<file path="config.mk">
export PLATFORM = sky130hd
export DESIGN_NAME = rss_exec_unit
export DESIGN_NICKNAME = d
export VERILOG_FILES = /design/src/rtl/rss_exec_unit.sv /design/src/rtl/rss_file_mem.sv
export SDC_FILE = /design/constraint.sdc
export NUM_CORES = 2
export LEC_CHECK = 0
export BUFFER_PORTS_ARGS = -buffer_cell sky130_fd_sc_hd__buf_4
export CAP_MARGIN = 20
export CORE_UTILIZATION = 45
export DETAILED_ROUTE_END_ITERATION = 10
export SKIP_LAST_GASP = 1
export SYNTH_ARGS = -nofsm -noshare
export SYNTH_HDL_FRONTEND = slang
export SYNTH_SLANG_ARGS = --single-unit
</file>
<file path="constraint.sdc">
create_clock -name clock -period 10 [get_ports clock]
set_clock_uncertainty 0.2 [all_clocks]
set_input_delay 1 -clock clock [delete_from_list [all_inputs] [get_ports clock]]
set_output_delay 1 -clock clock [all_outputs]
set_load 0.02 [all_outputs]
</file>
<file path="src/rtl/rss_exec_unit.sv">
// Local design decisions: the address map and the AXI4-Lite interface to the registers.
`timescale 1ns/1ns
`default_nettype none

// ****************************************
// Shared constants
// ****************************************
package rss_pkg;
    localparam logic [11:0] CMD_OFS = 12'h000;
    localparam logic [11:0] ACC_OFS = 12'h004;
    localparam logic [11:0] STAT_OFS = 12'h008;
    localparam logic [11:0] WDOG_OFS = 12'h00c;
    localparam logic [2:0] FILE_REGION = 3'h1;
    localparam logic [2:0] OP_ROTL = 3'h1;
    localparam logic [2:0] OP_ROTR = 3'h2;
    localparam logic [2:0] OP_SUB = 3'h3;
    localparam logic [2:0] OP_SLEEP = 3'h4;
    localparam logic [2:0] OP_WAKE = 3'h5;
    localparam int CMD_OP_LSB = 0;
    localparam int CMD_DEST_BIT = 3;
    localparam int CMD_ADDR_LSB = 4;
    localparam int CMD_LIT_LSB = 16;
    localparam int STAT_C = 0;
    localparam int STAT_DC = 1;
    localparam int STAT_Z = 2;
    localparam logic [7:0] ACC_RESET = 8'h00;
    localparam logic [7:0] WDOG_CLEAR = 8'h00;
    localparam logic [7:0] WDOG_LAST = 8'hff;
    localparam logic [15:0] PRESCALE_DEFAULT = 16'h0010;
    localparam logic [1:0] RESP_OKAY = 2'h0;
    localparam logic [1:0] RESP_SLVERR = 2'h2;
    typedef enum logic [1:0] {ST_IDLE, ST_FETCH, ST_EXEC} rss_state_t;
endpackage

// ****************************************
// Execution unit
// ****************************************
module rss_exec_unit #(
    parameter logic [15:0] PRESCALE = rss_pkg::PRESCALE_DEFAULT
) (
    // Clock and reset
    input wire logic clock,
    input wire logic rst_n,
    // AXI4-Lite write
    input wire logic [11:0] s_axi_awaddr,
    input wire logic s_axi_awvalid,
    output logic s_axi_awready,
    input wire logic [31:0] s_axi_wdata,
    input wire logic [3:0] s_axi_wstrb,
    input wire logic s_axi_wvalid,
    output logic s_axi_wready,
    output logic [1:0] s_axi_bresp,
    output logic s_axi_bvalid,
    input wire logic s_axi_bready,
    // AXI4-Lite read
    input wire logic [11:0] s_axi_araddr,
    input wire logic s_axi_arvalid,
    output logic s_axi_arready,
    output logic [31:0] s_axi_rdata,
    output logic [1:0] s_axi_rresp,
    output logic s_axi_rvalid,
    input wire logic s_axi_rready,
    // Power state
    output logic sleeping,
    output logic oscRun
);
    rss_pkg::rss_state_t state;
    logic [2:0] opCode;
    logic dest;
    logic [6:0] fileAddr;
    logic [7:0] literal;
    logic [7:0] acc;
    logic carry, nibbleFlag, zeroFlag, expiryStatus, powerDownStatus;
    logic [7:0] watchdogCounter;
    logic [15:0] prescaler;
    logic rdPend;
    logic memWe, memRe;
    logic [6:0] memWaddr, memRaddr;
    logic [7:0] memWdata, memRdata;
    logic wrFire, wrFile, wrMapped, wrRaise, rdFire, rdFile, rdRaise, cmdWrite;
    logic execOn, isRot, rotCarry, subCarry, subNibble, subZero, tick;
    logic [7:0] rotResult, subResult;
    logic [31:0] regRead;

    // ****************************************
    // Decode and datapath
    // ****************************************
    always_comb
    begin
        wrFire = s_axi_awvalid && s_axi_awready;
        wrFile = s_axi_awaddr[11:9] == rss_pkg::FILE_REGION;
        wrMapped = wrFile || s_axi_awaddr == rss_pkg::CMD_OFS || s_axi_awaddr == rss_pkg::ACC_OFS
            || s_axi_awaddr == rss_pkg::STAT_OFS || s_axi_awaddr == rss_pkg::WDOG_OFS;
        wrRaise = state == rss_pkg::ST_IDLE && s_axi_awvalid && s_axi_wvalid && !s_axi_awready
            && !s_axi_bvalid && !s_axi_arready && !rdPend && !s_axi_rvalid;
        rdFire = s_axi_arvalid && s_axi_arready;
        rdFile = s_axi_araddr[11:9] == rss_pkg::FILE_REGION;
        rdRaise = state == rss_pkg::ST_IDLE && s_axi_arvalid && !s_axi_arready && !rdPend
            && !s_axi_rvalid && !s_axi_awready && !s_axi_bvalid
            && !(s_axi_awvalid && s_axi_wvalid);
        cmdWrite = wrFire && s_axi_awaddr == rss_pkg::CMD_OFS && s_axi_wstrb[0];
        execOn = state == rss_pkg::ST_EXEC;
        isRot = opCode == rss_pkg::OP_ROTL || opCode == rss_pkg::OP_ROTR;
        // Rotate through carry
        if (opCode == rss_pkg::OP_ROTL)
        begin
            rotResult = {memRdata[6:0], carry};
            rotCarry = memRdata[7];
        end
        else
        begin
            rotResult = {carry, memRdata[7:1]};
            rotCarry = memRdata[0];
        end
        // Literal minus accumulator
        subResult = literal - acc;
        subCarry = acc <= literal;
        subNibble = acc[3:0] <= literal[3:0];
        subZero = subResult == 8'h00;
        tick = prescaler == PRESCALE - 16'h0001;
        // File port: rotate write back or bus access
        memWe = (execOn && isRot && dest) || (wrFire && wrFile && s_axi_wstrb[0]);
        memWaddr = (execOn && isRot) ? fileAddr : s_axi_awaddr[8:2];
        memWdata = (execOn && isRot) ? rotResult : s_axi_wdata[7:0];
        memRe = state == rss_pkg::ST_FETCH || (rdFire && rdFile);
        memRaddr = state == rss_pkg::ST_FETCH ? fileAddr : s_axi_araddr[8:2];
        // Register read mux
        unique case (s_axi_araddr)
            rss_pkg::CMD_OFS: regRead = {8'h00, literal, 5'h00, fileAddr, dest, opCode};
            rss_pkg::ACC_OFS: regRead = {24'h000000, acc};
            rss_pkg::STAT_OFS: regRead = {25'h0000000, sleeping, state != rss_pkg::ST_IDLE,
                expiryStatus, powerDownStatus, zeroFlag, nibbleFlag, carry};
            rss_pkg::WDOG_OFS: regRead = {24'h000000, watchdogCounter};
            default: regRead = 32'h00000000;
        endcase
    end

    // ****************************************
    // Bus slave
    // ****************************************
    // Write channels, taken together, one response
    always_ff @(posedge clock)
    begin
        if (!rst_n)
        begin
            s_axi_awready <= 1'b0;
            s_axi_wready <= 1'b0;
            s_axi_bvalid <= 1'b0;
            s_axi_bresp <= rss_pkg::RESP_OKAY;
        end
        else
        begin
            if (wrFire)
            begin
                s_axi_awready <= 1'b0;
                s_axi_wready <= 1'b0;
                s_axi_bvalid <= 1'b1;
                s_axi_bresp <= wrMapped ? rss_pkg::RESP_OKAY : rss_pkg::RESP_SLVERR;
            end
            else if (wrRaise)
            begin
                s_axi_awready <= 1'b1;
                s_axi_wready <= 1'b1;
            end
            if (s_axi_bvalid && s_axi_bready)
            begin
                s_axi_bvalid <= 1'b0;
            end
        end
    end

    // Read channel, file reads take one extra cycle
    always_ff @(posedge clock)
    begin
        if (!rst_n)
        begin
            s_axi_arready <= 1'b0;
            s_axi_rvalid <= 1'b0;
            s_axi_rdata <= 32'h00000000;
            s_axi_rresp <= rss_pkg::RESP_OKAY;
            rdPend <= 1'b0;
        end
        else
        begin
            if (rdFire)
            begin
                s_axi_arready <= 1'b0;
                rdPend <= rdFile;
                s_axi_rvalid <= !rdFile;
                s_axi_rdata <= regRead;
                s_axi_rresp <= (rdFile || regRead != 32'h00000000 || s_axi_araddr[11:4] == 8'h00)
                    ? rss_pkg::RESP_OKAY : rss_pkg::RESP_SLVERR;
            end
            else if (rdRaise)
            begin
                s_axi_arready <= 1'b1;
            end
            if (rdPend)
            begin
                rdPend <= 1'b0;
                s_axi_rvalid <= 1'b1;
                s_axi_rdata <= {24'h000000, memRdata};
                s_axi_rresp <= rss_pkg::RESP_OKAY;
            end
            if (s_axi_rvalid && s_axi_rready)
            begin
                s_axi_rvalid <= 1'b0;
            end
        end
    end

    // ****************************************
    // Sequencer and operand latch
    // ****************************************
    always_ff @(posedge clock)
    begin
        if (!rst_n)
        begin
            state <= rss_pkg::ST_IDLE;
            opCode <= 3'h0;
            dest <= 1'b0;
            fileAddr <= 7'h00;
            literal <= 8'h00;
        end
        else
        begin
            unique case (state)
                rss_pkg::ST_IDLE:
                begin
                    if (cmdWrite)
                    begin
                        opCode <= s_axi_wdata[rss_pkg::CMD_OP_LSB +: 3];
                        dest <= s_axi_wdata[rss_pkg::CMD_DEST_BIT];
                        fileAddr <= s_axi_wdata[rss_pkg::CMD_ADDR_LSB +: 7];
                        literal <= s_axi_wdata[rss_pkg::CMD_LIT_LSB +: 8];
                        if (!sleeping && s_axi_wdata[2:0] >= rss_pkg::OP_ROTL
                            && s_axi_wdata[2:0] <= rss_pkg::OP_SLEEP)
                        begin
                            state <= rss_pkg::ST_FETCH;
                        end
                    end
                end
                rss_pkg::ST_FETCH: state <= rss_pkg::ST_EXEC;
                rss_pkg::ST_EXEC: state <= rss_pkg::ST_IDLE;
            endcase
        end
    end

    // Accumulator
    always_ff @(posedge clock)
    begin
        if (!rst_n)
        begin
            acc <= rss_pkg::ACC_RESET;
        end
        else if (execOn && isRot && !dest)
        begin
            acc <= rotResult;
        end
        else if (execOn && opCode == rss_pkg::OP_SUB)
        begin
            acc <= subResult;
        end
        else if (wrFire && s_axi_awaddr == rss_pkg::ACC_OFS && s_axi_wstrb[0])
        begin
            acc <= s_axi_wdata[7:0];
        end
    end

    // Arithmetic flags
    always_ff @(posedge clock)
    begin
        if (!rst_n)
        begin
            carry <= 1'b0;
            nibbleFlag <= 1'b0;
            zeroFlag <= 1'b0;
        end
        else if (execOn && isRot)
        begin
            carry <= rotCarry;
        end
        else if (execOn && opCode == rss_pkg::OP_SUB)
        begin
            carry <= subCarry;
            nibbleFlag <= subNibble;
            zeroFlag <= subZero;
        end
        else if (wrFire && s_axi_awaddr == rss_pkg::STAT_OFS && s_axi_wstrb[0])
        begin
            carry <= s_axi_wdata[rss_pkg::STAT_C];
            nibbleFlag <= s_axi_wdata[rss_pkg::STAT_DC];
            zeroFlag <= s_axi_wdata[rss_pkg::STAT_Z];
        end
    end

    // ****************************************
    // Watchdog and power down
    // ****************************************
    always_ff @(posedge clock)
    begin
        if (!rst_n)
        begin
            watchdogCounter <= rss_pkg::WDOG_CLEAR;
            prescaler <= 16'h0000;
            expiryStatus <= 1'b1;
            powerDownStatus <= 1'b1;
            sleeping <= 1'b0;
            oscRun <= 1'b1;
        end
        else if (execOn && opCode == rss_pkg::OP_SLEEP)
        begin
            watchdogCounter <= rss_pkg::WDOG_CLEAR;
            prescaler <= 16'h0000;
            expiryStatus <= 1'b1;
            powerDownStatus <= 1'b0;
            sleeping <= 1'b1;
            oscRun <= 1'b0;
        end
        else
        begin
            prescaler <= tick ? 16'h0000 : prescaler + 16'h0001;
            if (tick)
            begin
                watchdogCounter <= watchdogCounter + 8'h01;
            end
            // Timeout or wake command leaves sleep
            if (tick && watchdogCounter == rss_pkg::WDOG_LAST)
            begin
                expiryStatus <= 1'b0;
                sleeping <= 1'b0;
                oscRun <= 1'b1;
            end
            else if (cmdWrite && s_axi_wdata[2:0] == rss_pkg::OP_WAKE)
            begin
                sleeping <= 1'b0;
                oscRun <= 1'b1;
            end
        end
    end

    rss_file_mem #(.DEPTH(128), .AW(7), .DW(8)) fileMem (
        .clock(clock),
        .writeEnable(memWe),
        .writeAddr(memWaddr),
        .writeData(memWdata),
        .readEnable(memRe),
        .readAddr(memRaddr),
        .readData(memRdata)
    );

    // ****************************************
    // Checks
    // ****************************************
    rotl_carry_a: assert property (@(posedge clock) disable iff (!rst_n)
        execOn && opCode == rss_pkg::OP_ROTL |=> carry == $past(memRdata[7])
            && ($past(dest) || acc == {$past(memRdata[6:0]), $past(carry)}))
        else $error("rotate left wrong");
    rotr_carry_a: assert property (@(posedge clock) disable iff (!rst_n)
        execOn && opCode == rss_pkg::OP_ROTR |=> carry == $past(memRdata[0])
            && ($past(dest) || acc == {$past(carry), $past(memRdata[7:1])}))
        else $error("rotate right wrong");
    dest_acc_a: assert property (@(posedge clock) disable iff (!rst_n)
        execOn && isRot && !dest |-> !memWe ##1 acc == $past(rotResult))
        else $error("rotate to accumulator wrong");
    dest_file_a: assert property (@(posedge clock) disable iff (!rst_n)
        execOn && isRot && dest |-> memWe && memWaddr == fileAddr ##1 $stable(acc))
        else $error("rotate to file wrong");
    rot_flags_a: assert property (@(posedge clock) disable iff (!rst_n)
        execOn && isRot |=> $stable(zeroFlag) && $stable(nibbleFlag))
        else $error("rotate touched other flags");
    sleep_wdog_a: assert property (@(posedge clock) disable iff (!rst_n)
        execOn && opCode == rss_pkg::OP_SLEEP |=> watchdogCounter == 8'h00
            && prescaler == 16'h0000)
        else $error("watchdog not cleared");
    sleep_status_a: assert property (@(posedge clock) disable iff (!rst_n)
        execOn && opCode == rss_pkg::OP_SLEEP |=> expiryStatus && !powerDownStatus)
        else $error("status bits wrong after sleep");
    sleep_osc_a: assert property (@(posedge clock) disable iff (!rst_n)
        cmdWrite && !sleeping && s_axi_wdata[2:0] == rss_pkg::OP_SLEEP
            |-> ##3 sleeping && !oscRun)
        else $error("sleep not entered");
    sub_result_a: assert property (@(posedge clock) disable iff (!rst_n)
        execOn && opCode == rss_pkg::OP_SUB |=> acc == $past(literal) - $past(acc))
        else $error("subtract result wrong");
    sub_carry_a: assert property (@(posedge clock) disable iff (!rst_n)
        execOn && opCode == rss_pkg::OP_SUB |=> carry == ($past(acc) <= $past(literal))
            && nibbleFlag == ($past(acc[3:0]) <= $past(literal[3:0])))
        else $error("subtract carry wrong");
    sub_zero_a: assert property (@(posedge clock) disable iff (!rst_n)
        execOn && opCode == rss_pkg::OP_SUB |=> zeroFlag == (acc == 8'h00))
        else $error("subtract zero flag wrong");
endmodule // rss_exec_unit

`default_nettype wire

</file>
<file path="src/rtl/rss_file_mem.sv">
`timescale 1ns/1ns
`default_nettype none

// ****************************************
// File register memory
// ****************************************
module rss_file_mem #(
    parameter int DEPTH = 128,
    parameter int AW = 7,
    parameter int DW = 8
) (
    // Clock
    input wire logic clock,
    // Write port
    input wire logic writeEnable,
    input wire logic [AW-1:0] writeAddr,
    input wire logic [DW-1:0] writeData,
    // Read port, data one cycle after the request
    input wire logic readEnable,
    input wire logic [AW-1:0] readAddr,
    output logic [DW-1:0] readData
);
    logic [DW-1:0] mem [DEPTH];

    // Storage write
    always_ff @(posedge clock)
    begin
        if (writeEnable)
        begin
            mem[writeAddr] <= writeData;
        end
    end

    // Registered read
    always_ff @(posedge clock)
    begin
        if (readEnable)
        begin
            readData <= mem[readAddr];
        end
    end
endmodule // rss_file_mem

`default_nettype wire

</file>
### After elaboration in Yosys (flattened, before gate mapping)

Memories as Yosys holds them, arrays and structs flattened. A register that Yosys moved wholly into a read port is not among the register bits.
Cells that the tools add are included.

| storage, ports and cells | value |
|---|---|
| ROM bits | 0 |
| latch bits | 0 |
| word-level logic and storage cells | 165 |
| input port bits | 67 |
| memories kept | 1 |
| output and inout port bits | 43 |
| memory bits (writable) | 1024 |
| register bits after elaboration | 93 |

| operators by class | value |
|---|---|
| eq/ne operators | 19 |
| bitwise gates (word level) | 3 |
| div/mod/pow operators | 0 |
| magnitude comparators | 4 |
| shifts and indexed selects | 0 |
| muxes and demuxes | 33 |
| reduce and logical (&&, ||, !) cells | 78 |
| $mul | 0 |
| add/subtract/negate cells | 3 |

Memories:

| name | words | bits a word | rd ports | clocked after Yosys merged registers in | wr ports | RTL line | RTL |
|---|---|---|---|---|---|---|---|
| fileMem.mem | 128 | 8 | 1 | 1 | 1 | rss_file_mem.sv:23 | `logic [DW-1:0] mem [DEPTH];` |

Operators by type and width:

| cell | number |
|---|---|
| $pmux W24 S4 | 1 |
| $mux W8 | 7 |
| $eq A12 B4 Y1 const B | 4 |
| $logic_and A1 B1 Y1 | 37 |
| $reduce_bool A32 Y1 | 1 |
| $eq A12 B3 Y1 const B | 2 |
| $logic_not A12 Y1 | 2 |
| $mux W1 | 18 |
| $add A16 B1 Y16 const B | 1 |
| $eq A16 B4 Y1 const B | 1 |
| $logic_not A8 Y1 | 2 |
| $mux W7 | 2 |
| $reduce_or A2 Y1 | 6 |
| $eq A3 B1 Y1 const B | 3 |
| $logic_not A1 Y1 | 9 |
| $logic_or A1 B1 Y1 | 9 |
| $reduce_bool A3 Y1 | 3 |
| $add A8 B1 Y8 const B | 1 |
| $eq A8 B8 Y1 const B | 1 |
| $le A8 B8 Y1 | 1 |
| $mux W2 | 4 |
| $sub A8 B8 Y8 | 1 |
| $eq A3 B2 Y1 const B | 2 |
| $eq A3 B3 Y1 const B | 2 |
| 13 further kinds | 20 |

### Depth between registers and ports, before layout

| logic depth | value |
|---|---|
| word-level depth | 8 |
| depth in mapped cells | 15 |
| gate-level depth less buffers | 11 |

### Cells and area by module

From an unflattened synthesis, not the netlist that was laid out.

| second synthesis, totals | value |
|---|---|
| cells, all modules | 2234 |
| area, all modules | 44732.9 sq um |

By module, submodules not included:

| module | area an instance (sq um) | instances | seq. area each (sq um) | cells an instance |
|---|---|---|---|---|
| rss_file_mem | 39745.6 | 1 | 30989.7 | 1635 |
| rss_exec_unit | 4987.3 | 1 | 1721.7 | 599 |

### Least setup slack after synthesis

Ideal clock, no wire load.

| timing path | value |
|---|---|
| path kind | reg-to-reg |
| start point | register state[0] |
| end point | memory fileMem.mem[0][6] (data pin) |
| arrival | 6.640 ns |
| slack | 1.963 ns |
| setup time | 1.197 ns |
| required time | 8.603 ns |
| stages on the path, launching flop included | 9 |
| path buffers | 3 |
| clock period less this slack | 8.037 ns |
| cell sequence | dfxtp_1 inv_1 ha_1 nor2b_1 nand2_1 clkbuf_1 clkbuf_1 clkbuf_1 o21ai_0 |

| on the way | value |
|---|---|
| cells in the longest elaborated chain, start to end | 3 |

RTL lines:

| item | RTL line | RTL |
|---|---|---|
| from (decl) | rss_exec_unit.sv:67 | `rss_pkg::rss_state_t state;` |
| from (signal assigned) | rss_exec_unit.sv:219 | `state <= rss_pkg::ST_IDLE;` |
| from (signal assigned) | rss_exec_unit.sv:239 | `state <= rss_pkg::ST_FETCH;` |
| from (signal assigned) | rss_exec_unit.sv:243 | `rss_pkg::ST_FETCH: state <= rss_pkg::ST_EXEC;` |
| $eq A2 B2 Y1 | rss_exec_unit.sv:102 | `execOn = state == rss_pkg::ST_EXEC;` |
| $logic_and A1 B1 Y1 | rss_exec_unit.sv:124 | `memWdata = (execOn && isRot) ? rotResult : s_axi_wdata[7:0];` |
| $mux W8 | rss_exec_unit.sv:124 |  |
| named net fileMem.writeData[6] | rss_file_mem.sv:17 | `input wire logic [DW-1:0] writeData,` |
| to (decl) | rss_file_mem.sv:23 |  |

The timed path passes the listed nets, and every way through them passes these cells.

### Final worst setup path

| timing path | value |
|---|---|
| start point | register state[1] |
| end point | register fileMem.readData[7], read port of fileMem.mem (data pin) |

| on the way | value |
|---|---|
| cells in the longest elaborated chain, start to end | 2 |

RTL lines:

| item | RTL line | RTL |
|---|---|---|
| $eq A2 B1 Y1 * | rss_exec_unit.sv:125, rss_exec_unit.sv:126 |  |
| $mux W7 or $logic_or A1 B1 Y1 (tied branches) | rss_exec_unit.sv:126, rss_exec_unit.sv:125 |  |
| to (decl) | rss_file_mem.sv:21 | `output logic [DW-1:0] readData` |

Every way passes the cells marked *; elsewhere a longest branch is shown, timed or not.
A chain may end at the register's enable or synchronous reset.

==> run metrics <==
# hold bufs at CTS 0; top layer reached by signal wires met4; WL final ~120000 um; cts repair resizes 0; DRC Markers 0; Critical Path Source Type register; antenna cell count 0; worst slew pin tran ~1300 ps; Rel. slew slack 0.122; Root Buffer clkbuf_16; Sink Count between 1000 and 1500; Reg clk slew, reported paths around 60 ps; TritonCTS Buffers about 110; Placement Cell Area around 47000 sq um; status completed; Async SR Flop Fraction 0; family with the most delay on the worst path buffers and inverters; critical path endpoint category register; Max Clock Freq between 0.15 and 0.2 GHz; maxcap violations 0; number of fill cells roughly 8200; met3 WL 8590 um; Worst path slowest cell nand2_2; CP max FO a little over 60; largest net degree at the start of global routing 117; VDD IR max ~0.14 mV; critical path type register to register; row count 116; drt wl/cell ~26 um; RSZ-0062 raised after global routing no; IO Pins 110; crit path cell chain inv_1 -> ha_1 -> buf_4 -> mux2i_4 -> buf_4 -> nand2_2 -> buf_4 -> a21oi_1 -> a2111oi_0 -> nor4_1 -> o22ai_1 -> nor4_1; most frequent cells after synthesis edfxtp_1 (1032), nand2_1 (373), nor2_1 (225), a21oi_1 (182), mux4_2 (123); hpwl dp around 70000 um; PnR worst setup slack 4760 ps; flop-to-flop setup slack roughly 4800 ps; Syn-to-layout area delta 11.8%; Vias/cell 5.86; Period Utilization, post-route 0.524; Max H-tree Level 3; syn_area_per_cell approximately 16 sq um; top_reg_cell synth edfxtp_1; number of synthesized register bits 1118; multi-input gate area in the final layout between 10000 and 15000 sq um; gpl congestion 0.911; post-synth cell types 73; Critical Path Most Common Cell buf_4; IO Port Bufs approximately 80; met2 wire length roughly 56000 um; Starting DRT DRC Count 2879; Syn Inst Count around 2900; Worst Path Required around 10000 ps; Post-Layout Inst Area just over 50000 sq um; CTS max path bufs 3; Ys Warns 0; post-synth top area cell edfxtp_1; top-count cell post-synth edfxtp_1; worst-skew pair later-pin latency between 600 and 700 ps; fin nets between 3000 and 4000; initial antenna violation count 1; crit-path max cell delay 770 ps; ranking of synthesized cells by area edfxtp_1 (68%), mux4_2 (6.1%), dfxtp_1 (3.8%); Post-CTS Setup Bufs 0; TNS Setup 0 ps; Final min period around 5200 ps; worst path bufs/invs 4; 1st-pass router iterations 6; pre-CTS setup slack ~4700 ps; post-route ant nets 0; share of cells above drive strength 1 0.153; leakage power roughly 17 nW; sequential cell area around 33000 sq um; Hold Path Class register to register; final hold violations 0; synthesized cell area about 46000 sq um; die area a little over 100000 sq um; core box area ~100000 sq um; TritonCTS clock tree built; total track usage 0.224; first-pass GRT wire length 169000 um; Yosys top cell area share 0.677; vias in the first global route about 26000; number of synthesized flops with an enable pin 1032; P per Cell Area ~210 nW/um^2; Slew Limit Fails 0; grt ovf 0; critical path arrival around 5500 ps; register area share after synthesis 0.715; Initial Util 0.455; Die Ht between 300 and 400 um; chip width approximately 320 um; met1 WL 47600 um; routed via count 25800; Final Setup Violations 0
stage by stage:
stage                     instances  hold WS, ps  utilization  total power, mW
after floorplan                2887          218            -             6.25
after CTS                      4392          253        0.509             10.8
final                          4394          248        0.509             10.7
after global routing           4394          284        0.509             11.0
after detailed placement       4188          240        0.472             6.67
after global placement         4188          230        0.472             6.65
worst register-to-register path, stage by stage (launching register included):
cell       delay [ps]
dfxtp_1           320
inv_1             120
ha_1              160
buf_4             370
mux2i_4           300
buf_4             700
nand2_2           830
buf_4             540
a21oi_1           250
a2111oi_0         140
nor4_1            630
o22ai_1           180
nor4_1            300
state kept, by name, summed over array words and instances (netlist names), 2 cells and up:
signal	cells
fileMem.mem	1024
s_axi_rdata	19
prescaler	16
acc	8
fileMem.readData	8
literal	8
watchdogCounter	8
fileAddr	7
opCode	3
state	2
worst paths after layout:
path	cells after the start	startpoint	endpoint
hold / removal	1	prescaler[0]$_SDFF_PP0_	prescaler[0]$_SDFF_PP0_
hold reg to reg	1	prescaler[0]$_SDFF_PP0_	prescaler[0]$_SDFF_PP0_
setup reg to reg	12	state[1]$_SDFFE_PN0P_	fileMem.readData[7]$_DFFE_PP_
setup / recovery	12	state[1]$_SDFFE_PN0P_	fileMem.readData[7]$_DFFE_PP_
cell families after synthesis:
group                      after synthesis  share of synthesized area
muxes                                  271                      0.112
adders and majority gates               19                    0.00536
xor gates and xnor gates                24                    0.00460
other                                    1                  0.0000820
and+or+nand+nor                        785                     0.0740
DFF                                   1118                      0.715
AOI/OAI and AO/OA                      433                     0.0592
buffers and inverters                  222                     0.0297
cell usage in the layout (no fill, tap or decap), types with 36 or more instances in the layout:
| master | synthesis | routed |
|---|---|---|
| a21oi_1 | 182 | 181 |
| a31oi_1 | 40 | 39 |
| buf_4 | 30 | 129 |
| clkbuf_16 | 0 | 117 |
| dfxtp_1 | 86 | 86 |
| edfxtp_1 | 1032 | 1032 |
| inv_1 | 36 | 36 |
| mux2i_1 | 89 | 88 |
| mux4_1 | 52 | 52 |
| mux4_2 | 123 | 123 |
| nand2_1 | 373 | 371 |
| nand3_1 | 36 | 36 |
| nor2_1 | 225 | 225 |
| nor4_1 | 38 | 38 |
| o22ai_1 | 48 | 48 |
metal layers:
| metal | up-vias | track usage |
|---|---|---|
| li1 | 11300 | - |
| met1 | 13200 | 0.305 |
| met2 | 1044 | 0.365 |
| met3 | 203 | 0.0390 |
| met4 | 0 | 0.0782 |
| met5 | - | 0 |
area by class of cell:
class / instances / share of cell area
Sequential cell: 1118 / 0.640
Multi-Input combinational cell: 1547 / 0.233
Clock buffer: 137 / 0.0593
Tap cell: 1357 / 0.0332
Timing Repair Buffer: 131 / 0.0199
Clock inverter: 67 / 0.0119
Inverter: 37 / 0.00272
report_power, final:
group	leakage, nW	total, mW	internal [mW]	switching (mW)
clock network	1.77	4.16	2.39	1.77
registers	9.97	5.15	5.12	0.0230
logic	4.78	1.43	0.493	0.937
total	16.5	10.7	8.00	2.73
Note: power is estimated with default switching activity, not from simulation.
